File: src/verilog/lock_defs.vh
// Constants for the program memory lock block: register map,
// field positions, reset values and memory geometry.
// Assumes inclusion by bare name from every design file that needs it.
`ifndef LOCK_DEFS_VH
`define LOCK_DEFS_VH

// ****************************************************************
// Register byte offsets (one aligned 32-bit word each)
// ****************************************************************
`define OFF_LOCK 8'h00
`define OFF_KEY 8'h04
`define OFF_STATUS 8'h08

// ****************************************************************
// Field positions
// ****************************************************************
`define LOCK_ONE_BIT 0
`define LOCK_TWO_BIT 1
`define LOCK_THREE_BIT 2
`define LOCK_LEVEL_LSB 4
`define KEY_DATA_LSB 0
`define KEY_INDEX_LSB 8
`define ST_PROG_REFUSED 0
`define ST_VERIFY_REFUSED 1
`define ST_TABLE_BLOCKED 2
`define ST_EXEC_BLOCKED 3
`define ST_EA_EFFECTIVE 8
`define ST_EA_LATCHED 9
`define ST_BUSY 10
`define ST_KEY_PROGRAMMED 11

// ****************************************************************
// Reset values and geometry
// ****************************************************************
`define LOCK_RESET 3'h0
`define STICKY_RESET 4'h0
`define KEY_ERASED 8'hFF
`define KEY_DEPTH 64
`define KEY_INDEX_W 6
`define CODE_ADDR_W 16
`define INTERNAL_TOP 16'h7FFF
`define REFUSED_DATA 8'h00
`define EA_SETTLE_EDGES 2'h2

`endif

File: src/verilog/sync2.v
// Two flip-flop synchroniser for one level from outside the clock domain.
// Assumes the input changes slowly compared to the clock.
`timescale 1ns/1ps
`default_nettype none

module sync2 (
  // Clock and reset
  input wire hclk,
  input wire hresetn,
  // Level in and out
  input wire async_in,
  output wire sync_out
);

  reg meta_q; // First stage, read only by the second
  reg sync_q; // Second stage, safe to use

  // ****************************************************************
  // Synchroniser chain
  // ****************************************************************
  always @(posedge hclk or negedge hresetn) begin
    if (!hresetn) begin
      meta_q <= 1'b0;
      sync_q <= 1'b0;
    end else begin
      meta_q <= async_in;
      sync_q <= meta_q;
    end
  end

  assign sync_out = sync_q;

endmodule // sync2

`default_nettype wire

File: src/verilog/key_store.v
// Key array of 64 bytes with per-entry erased marks.
// Assumes writes come from the owning lock block on the same clock.
`timescale 1ns/1ps
`default_nettype none
`include "lock_defs.vh"

module key_store (
  // Clock and reset
  input wire hclk,
  input wire hresetn,
  // Programming side
  input wire wr_en,
  input wire [5:0] wr_index,
  input wire [7:0] wr_data,
  // Read side
  input wire [5:0] rd_index,
  output wire [7:0] rd_key,
  output wire any_programmed
);

  reg [7:0] mem [0:`KEY_DEPTH-1]; // Stored key bytes
  reg [`KEY_DEPTH-1:0] prog_q; // Set once an entry is programmed
  wire [7:0] old_key; // Current value of the written entry

  // Unprogrammed entries read as erased, no array reset needed
  assign rd_key = prog_q[rd_index] ? mem[rd_index] : `KEY_ERASED;
  assign old_key = prog_q[wr_index] ? mem[wr_index] : `KEY_ERASED;
  assign any_programmed = |prog_q;

  // ****************************************************************
  // Array write: bits can only go from one to zero
  // ****************************************************************
  always @(posedge hclk) begin
    if (wr_en) begin
      mem[wr_index] <= old_key & wr_data;
    end
  end

  // ****************************************************************
  // Programmed marks
  // ****************************************************************
  always @(posedge hclk or negedge hresetn) begin
    if (!hresetn) begin
      prog_q <= {`KEY_DEPTH{1'b0}};
    end else if (wr_en) begin
      prog_q[wr_index] <= 1'b1;
    end
  end

endmodule // key_store

`default_nettype wire

File: src/verilog/program_memory_lock.v
// Program memory lock: lock levels, key scrambling of code verify,
// programming guard and fetch guard, with an AHB-Lite register slave.
// Assumes code memory reads combinationally on mem_addr, and that
// fetch, verify and programming requests come from hclk logic.
//
// The AHB-Lite register port and the placing of the registers were chosen for this implementation.
`timescale 1ns/1ps
`default_nettype none
`include "lock_defs.vh"

// Operation
// - Verify output is code byte XNOR key
// - Erased key bytes read all ones
// - Programming key forces first lock bit
// - No locks: no restrictions, scrambling stays
// - Lock one blocks external table-read internally
// - Lock one latches access select at reset
// - Lock one refuses program memory writes
// - Lock two also disables verify readout
// - Lock three blocks external execution
// - Undefined lock patterns fall to lower level
module program_memory_lock (
  // Clock and reset
  input wire hclk,
  input wire hresetn,
  // AHB-Lite slave
  input wire hsel,
  input wire [31:0] haddr,
  input wire [1:0] htrans,
  input wire hwrite,
  input wire [2:0] hsize,
  input wire [31:0] hwdata,
  input wire hready,
  output wire hreadyout,
  output reg [31:0] hrdata,
  output wire hresp,
  // External access select pin
  input wire external_access_select,
  // Verify request from the programmer
  input wire verify_req,
  input wire [15:0] verify_addr,
  output reg verify_valid,
  output reg verify_refused,
  output reg [7:0] verify_data,
  // Programming request
  input wire prog_req,
  input wire [15:0] prog_addr,
  input wire [7:0] prog_data,
  output reg prog_refused,
  // Code memory port
  output wire [15:0] mem_addr,
  input wire [7:0] mem_rdata,
  output reg mem_we,
  output reg [7:0] mem_wdata,
  // CPU fetch check
  input wire fetch_req,
  input wire [15:0] fetch_addr,
  input wire fetch_code_table_read,
  input wire fetch_pc_external,
  output reg fetch_done,
  output reg fetch_internal,
  output reg fetch_blocked,
  // Status levels
  output wire busy,
  output wire [1:0] lock_level
);

  // ****************************************************************
  // Local states and helpers
  // ****************************************************************
  localparam ST_IDLE = 1'b0; // Waiting for verify or program
  localparam ST_READ = 1'b1; // Verify read in flight

  // Scramble one code byte with its key byte
  function [7:0] scramble;
    input [7:0] code_byte;
    input [7:0] key_byte;
    begin
      scramble = ~(code_byte ^ key_byte);
    end
  endfunction

  // Decode lock bits into a protection level
  function [1:0] decode_level;
    input [2:0] bits;
    begin
      // Patterns outside the four levels fall back
      if (bits[0] && bits[1] && bits[2]) begin
        decode_level = 2'd3;
      end else if (bits[0] && bits[1]) begin
        decode_level = 2'd2;
      end else if (bits[0]) begin
        decode_level = 2'd1;
      end else begin
        decode_level = 2'd0;
      end
    end
  endfunction

  // Address lands in internal code memory
  function is_internal;
    input [15:0] addr;
    input ea_high;
    begin
      is_internal = ea_high && (addr <= `INTERNAL_TOP);
    end
  endfunction

  // ****************************************************************
  // Declarations
  // ****************************************************************
  reg [2:0] lock_q; // Lock level one, two, three
  reg [3:0] sticky_q; // Refusal and block events
  reg state_q; // Verify state
  reg [15:0] vaddr_q; // Held verify address
  reg armed_q; // Access select already captured
  reg [1:0] settle_q; // Edges since release, until the chain holds the pin
  reg ea_latched_q; // Access select seen at reset release
  reg ap_write_q; // Data phase is a write
  reg [7:0] ap_addr_q; // Data phase offset
  wire ea_sync; // Synchronised access select
  wire ea_effective; // Access select as used by the core
  wire [7:0] key_byte; // Key for the current verify address
  wire key_programmed; // Any key entry programmed
  wire ap_take; // Valid address phase this cycle
  wire key_wr; // Bus write to key register
  wire [3:0] ev; // Events setting sticky bits
  wire ver_take; // Verify accepted this cycle
  wire prg_take; // Program accepted this cycle
  wire [1:0] level; // Current protection level
  wire tbl_block; // Fetch blocked as table read
  wire exe_block; // Fetch blocked as external execution
  wire f_int; // Fetch address is internal

  assign level = decode_level(lock_q);
  assign lock_level = level;

  // ****************************************************************
  // Access select synchroniser and reset-time latch
  // ****************************************************************
  sync2 u_ea_sync (
    .hclk(hclk),
    .hresetn(hresetn),
    .async_in(external_access_select),
    .sync_out(ea_sync)
  );

  // Capture once the synchroniser holds the pin; before that its
  // stages still show their reset value, not the strap level
  always @(posedge hclk or negedge hresetn) begin
    if (!hresetn) begin
      settle_q <= 2'h0;
      armed_q <= 1'b0;
      ea_latched_q <= 1'b0;
    end else if (!armed_q) begin
      if (settle_q == `EA_SETTLE_EDGES) begin
        // Pin is a strap from here until the next reset
        armed_q <= 1'b1;
        ea_latched_q <= ea_sync;
      end else begin
        settle_q <= settle_q + 2'h1;
      end
    end
  end

  // Locked parts ignore later pin changes until the next reset
  assign ea_effective = (lock_q[0] && armed_q) ? ea_latched_q : ea_sync;

  // ****************************************************************
  // Key array, indexed by low address bits
  // ****************************************************************
  key_store u_keys (
    .hclk(hclk),
    .hresetn(hresetn),
    .wr_en(key_wr),
    .wr_index(hwdata[`KEY_INDEX_LSB+5:`KEY_INDEX_LSB]),
    .wr_data(hwdata[`KEY_DATA_LSB+7:`KEY_DATA_LSB]),
    .rd_index(vaddr_q[5:0]),
    .rd_key(key_byte),
    .any_programmed(key_programmed)
  );

  // ****************************************************************
  // AHB-Lite slave: zero wait, always OKAY
  // ****************************************************************
  assign hreadyout = 1'b1;
  assign hresp = 1'b0;
  assign ap_take = hsel && hready && htrans[1];
  // Key writes stop once the second lock bit is set, even with readout still enabled
  assign key_wr = ap_write_q && (ap_addr_q == `OFF_KEY) && !lock_q[1];

  // Address phase capture for the following data phase
  always @(posedge hclk or negedge hresetn) begin
    if (!hresetn) begin
      ap_write_q <= 1'b0;
      ap_addr_q <= 8'h00;
    end else if (hready) begin
      ap_write_q <= ap_take && hwrite;
      ap_addr_q <= {haddr[7:2], 2'b00};
    end
  end

  // Read data is built at the address phase, stands in data phase
  always @(posedge hclk or negedge hresetn) begin
    if (!hresetn) begin
      hrdata <= 32'h00000000;
    end else if (ap_take && !hwrite) begin
      hrdata <= 32'h00000000;
      case ({haddr[7:2], 2'b00})
        `OFF_LOCK: begin
          hrdata[2:0] <= lock_q;
          hrdata[`LOCK_LEVEL_LSB+1:`LOCK_LEVEL_LSB] <= level;
        end
        `OFF_STATUS: begin
          hrdata[3:0] <= sticky_q;
          hrdata[`ST_EA_EFFECTIVE] <= ea_effective;
          hrdata[`ST_EA_LATCHED] <= ea_latched_q;
          hrdata[`ST_BUSY] <= state_q;
          hrdata[`ST_KEY_PROGRAMMED] <= key_programmed;
        end
        default: begin
          // Key register is write only; unmapped reads zero
          hrdata <= 32'h00000000;
        end
      endcase
    end
  end

  // ****************************************************************
  // Lock bits: set only, never cleared by software
  // ****************************************************************
  always @(posedge hclk or negedge hresetn) begin
    if (!hresetn) begin
      lock_q <= `LOCK_RESET;
    end else if (ap_write_q && (ap_addr_q == `OFF_LOCK)) begin
      lock_q <= lock_q | hwdata[2:0];
    end else if (key_wr) begin
      // A programmed key implies the first lock bit
      lock_q[0] <= 1'b1;
    end
  end

  // ****************************************************************
  // Sticky event bits: write one to clear, set wins
  // ****************************************************************
  assign ev = {exe_block, tbl_block, ver_take && lock_q[1] && lock_q[0],
               prg_take && lock_q[0]};

  always @(posedge hclk or negedge hresetn) begin
    if (!hresetn) begin
      sticky_q <= `STICKY_RESET;
    end else if (ap_write_q && (ap_addr_q == `OFF_STATUS)) begin
      sticky_q <= (sticky_q & ~hwdata[3:0]) | ev;
    end else begin
      sticky_q <= sticky_q | ev;
    end
  end

  // ****************************************************************
  // Verify and programming sequencer
  // ****************************************************************
  // Verify wins when both arrive together; each waits for idle
  assign ver_take = verify_req && (state_q == ST_IDLE);
  assign prg_take = prog_req && !verify_req && (state_q == ST_IDLE);
  assign busy = state_q;
  assign mem_addr = (state_q == ST_READ) ? vaddr_q : prog_addr;

  always @(posedge hclk or negedge hresetn) begin
    if (!hresetn) begin
      state_q <= ST_IDLE;
      vaddr_q <= 16'h0000;
      verify_valid <= 1'b0;
      verify_refused <= 1'b0;
      verify_data <= 8'h00;
      prog_refused <= 1'b0;
      mem_we <= 1'b0;
      mem_wdata <= 8'h00;
    end else begin
      // Pulses default low
      verify_valid <= 1'b0;
      verify_refused <= 1'b0;
      prog_refused <= 1'b0;
      mem_we <= 1'b0;
      case (state_q)
        ST_IDLE: begin
          if (ver_take) begin
            if (lock_q[0] && lock_q[1]) begin
              // Readout disabled at level two and up
              verify_refused <= 1'b1;
              verify_valid <= 1'b1;
              verify_data <= `REFUSED_DATA;
            end else begin
              vaddr_q <= verify_addr;
              state_q <= ST_READ;
            end
          end else if (prg_take) begin
            if (lock_q[0]) begin
              // No further writes once level one is set
              prog_refused <= 1'b1;
            end else begin
              mem_we <= 1'b1;
              mem_wdata <= prog_data;
            end
          end
        end
        ST_READ: begin
          // Scrambled even with no lock bits set
          verify_data <= scramble(mem_rdata, key_byte);
          verify_valid <= 1'b1;
          state_q <= ST_IDLE;
        end
        default: begin
          state_q <= ST_IDLE;
        end
      endcase
    end
  end

  // ****************************************************************
  // Fetch guard, answer one cycle after the request
  // ****************************************************************
  assign f_int = is_internal(fetch_addr, ea_effective);
  // Table read running outside may not reach inside
  assign tbl_block = fetch_req && lock_q[0] && fetch_code_table_read &&
                     fetch_pc_external && f_int;
  // Opcode fetch from outside at top level
  assign exe_block = fetch_req && (level == 2'd3) &&
                     !fetch_code_table_read && !f_int;

  always @(posedge hclk or negedge hresetn) begin
    if (!hresetn) begin
      fetch_done <= 1'b0;
      fetch_internal <= 1'b0;
      fetch_blocked <= 1'b0;
    end else begin
      fetch_done <= fetch_req;
      fetch_internal <= fetch_req && f_int;
      fetch_blocked <= tbl_block || exe_block;
    end
  end

endmodule // program_memory_lock

`default_nettype wire

File: config.mk
export PLATFORM = sky130hd
export DESIGN_NAME = program_memory_lock
export DESIGN_NICKNAME = d
export VERILOG_FILES = /design/src/verilog/sync2.v /design/src/verilog/key_store.v /design/src/verilog/program_memory_lock.v
export VERILOG_INCLUDE_DIRS = /design/src /design/src/verilog
export SDC_FILE = /design/constraint.sdc
export NUM_CORES = 1
export LEC_CHECK = 0
export BUFFER_PORTS_ARGS = -buffer_cell sky130_fd_sc_hd__buf_2
export CAP_MARGIN = 20
export CORE_ASPECT_RATIO = 0.5
export CORE_MARGIN = 4
export CORE_UTILIZATION = 35
export CTS_CLUSTER_SIZE = 12
export DETAILED_ROUTE_END_ITERATION = 10
export PLACE_DENSITY_LB_ADDON = 0.3
export RECOVER_POWER = 25
export SLEW_MARGIN = 5
export SYNTH_ARGS = -nofsm -noshare
export SYNTH_HDL_FRONTEND = slang
export SYNTH_SLANG_ARGS = --single-unit
export TNS_END_PERCENT = 1
File: constraint.sdc
create_clock -name hclk -period 2.78 [get_ports hclk]
set_input_delay 0.278 -clock hclk [delete_from_list [all_inputs] [get_ports hclk]]
set_output_delay 0.278 -clock hclk [all_outputs]
set_load 0.05 [all_outputs]
==> metrics <==
most frequent CP cell=buf_12; detailed-route via count=22100; Post-Synthesis Cells=1924; CTS buffer count=68; final instance count without filler cells=3621; status=finished, violations left; max_cap viols=1; top cell type's share of synthesized area=0.505; fin nets=2555; initial core utilization=0.353; layout cell share with drive strength beyond 1=0.363; register area share after synthesis=0.616; main combinational cell family by area after synthesis=multiplexers; Syn. warnings=0; DP HPWL=77700 µm; violated checks=max-capacitance violations, max-slew violations, negative setup slack; FMAX=0.346 GHz; most frequent cell after synthesis=edfxtp_1; setup TNS=-369 ps; Post-Synth Simple-Gate Area=0.0485; largest net degree at the start of global routing=81; initial antenna violation count=2; number of global-route vias before repair=21900; crit path DAT=3390 ps; Rel. slew slack=-0.358; die width=425 µm; I/O pins=220; critical path class=register to register; adder-cell share of the synthesized area=0.000411; Core ar.=0.0862 mm²; Overall Power=23600 µW; EDFF count, synth=512; Die Ht=216 µm; ratio of total power to cell area=613 mW/mm²; IO buf count=132; CP cell instances=buf_12 > buf_12 > buf_4 > mux4_2 > a22oi_1 > a21oi_2 > or4_4 > o211ai_1 > o311ai_1; DR WL/cell=30.6 µm; clk slew on worst S/H paths=70 ps; Mean Syn Cell Area=15.8 µm²; Hold Slack=75.0 ps; top area cells in the synthesized netlist=edfxtp_1, mux4_2, dfrtp_1; post-route setup slack=-110 ps; min cycle time layout=2890 ps; DR pass1 iterations=6; Crit Path Max Fanout=9; slowest stage delay, CP=600 ps; XOR/XNOR Fraction of Synth Area=0.000288; final wirelength=111000 µm; worst skew pair latency=640 ps; Worst Hold Class=input port to register; cell taking the most area after synthesis=edfxtp_1; Final period util=1.04; Longest Clk Path Bufs=3; Rows=76; first-pass GRT wire length=159000 µm; RSZ-0062 raised after global routing=true; root buffer cell=clkbuf_16; most used flip-flop cell after synthesis=edfxtp_1; remaining global-route overflow=0; Layout area overhead=26.4%; Inst Count DP=3439; total clock sinks=646; peak supply drop=0.414 mV; Final Slew Violations=80; Critical Path RT=3280 ps; FF+latch count, synth=646; initial DRC count=2934; Lkg Pwr=0.0137 µW; Synth Area in Compound Gates=0.106; placer congestion estimate=0.937; Post-route DRC=0; startpoint types=register; Worst path slowest cell=or4_4; Worst-Margin Slew=2040 ps; # H-tree levels=3; ANT nets after route=0; critical path endpoint category=register; final setup vio count=7; number of library cell types mapped by synthesis=71; Die Area=0.0920 mm²; Async S/R FF share, synth=0.207; skew final=31.8 ps; Mapped Area=0.0304 mm²; endpoints failing hold=0; post-synthesis mux area share=0.196; CTS tree=built; vias per cell=6.10; top post-synthesis cells by count=edfxtp_1, mux4_2, dfrtp_1; Tot GR Track Use=0.238
-- state kept, by name, indices dropped and copies added, names as in the netlist, 2 cells and up --
register and count:
u_keys.mem 512, vaddr_q 16, settle_q 2, u_keys.prog_q 64, lock_q 3, verify_data 8, hrdata 10, ap_addr_q 6
sticky_q 4, mem_wdata 8
-- through the flow --
stage / utilization / area, µm² / setup slack (ps)
2_1_floorplan: - / 30600 / -129
3_3_place_gp: 0.411 / 35400 / -605
3_5_place_dp: 0.411 / 35400 / -625
4_1_cts: 0.446 / 38500 / -53.9
5_1_grt: 0.446 / 38500 / -151
6_report: 0.446 / 38500 / -110
-- final cells by class --
class / count / area [µm²]
Clock inverter: 16 / 116
Inverter: 16 / 60.1
Tap cell: 1170 / 1460
Timing Repair Buffer: 577 / 5030
Antenna cell: 1 / 2.50
Fill cell: 7653 / 47700
Sequential cell: 646 / 18700
Multi-Input combinational cell: 1101 / 11200
Clock buffer: 94 / 1860
-- metal layers --
layer / wire length (µm) / part of all wire / GRT usage
met2: 49600 / 0.45 / 0.364
met5: 149 / 0.0013 / 0.0104
met3: 13400 / 0.12 / 0.0679
met4: 4500 / 0.041 / 0.0915
met1: 43300 / 0.39 / 0.321
-- kinds of logic after synthesis --
family | count (synthesis)
other cells | 2
fa+ha+maj | 1
xor+xnor | 1
compound gates | 431
flops | 646
buf+inv | 199
mux | 336
simple gates | 308
-- placed cells by master (no fill, tap or decap), types with 8 or more instances in the layout --
cell type	count
mux2i_1	69
a21oi_2	19
o221ai_1	11
clkbuf_1	70
buf_4	295
a221o_1	20
nor4_1	18
dfrtp_1	132
nand2_1	111
or4_4	8
a22o_1	15
mux4_2	199
nor2_1	89
mux2_2	31
o21ai_0	19
o21bai_1	65
a22oi_1	63
mux2_1	35
clkbuf_2	21
conb_1	24
dlygate4sd3_1	53
buf_12	69
edfxtp_1	512
buf_2	76
o22ai_1	37
nand2b_1	19
a221oi_1	52
a22oi_2	36
inv_1	12
a21oi_1	31
clkbuf_16	69
-- where the power goes --
| part | leakage [µW] | total (µW) | switching (µW) | internal (µW) |
|---|---|---|---|---|
| sequential | 0.00637 | 10700 | 108 | 10600 |
| combinational | 0.00638 | 4380 | 2570 | 1820 |
| clock | 0.000961 | 8460 | 3790 | 4670 |
| total | 0.0137 | 23600 | 6460 | 17100 |
-- worst max-delay path, delay by kind of cell, from the launching register on --
kind | cells | cell delay, ps
buffers and inverters | 3 | 470
flip-flops | 1 | 460
AND/OR/NAND/NOR | 1 | 600
multiplexers | 1 | 490
AO/OA/AOI/OAI | 4 | 750
-- path summary, 6_finish.rpt --
path,start,depth (start not counted),slack (ps),to
worst min register to register,u_ea_sync.meta_q$_DFF_PN0_,0,370,u_ea_sync.sync_out$_DFF_PN0_
worst max-delay path,vaddr_q[0]$_DFFE_PN0P_,9,-110,verify_data[4]$_DFFE_PN0P_
worst max register to register,vaddr_q[0]$_DFFE_PN0P_,9,-110,verify_data[4]$_DFFE_PN0P_
worst min-delay path,hready,2,70,ap_addr_q[6]$_DFFE_PN0P_
max in group asynchronous,hresetn,3,720,hrdata[10]$_DFFE_PN0P_
min in group asynchronous,hresetn,2,750,vaddr_q[13]$_DFFE_PN0P_
-- repair_timing --
action / CTS / global route
endpoints found under the setup margin: 8 / 296
endpoints found under the hold margin: 127 / 0
resized for setup: 73 / 25
hold buffers: 53 / 0
gates cloned: 4 / 0
pin swaps: 33 / 21
buffers inserted: 9 / 7
No activity file was read; power rests on OpenSTA's default activity.
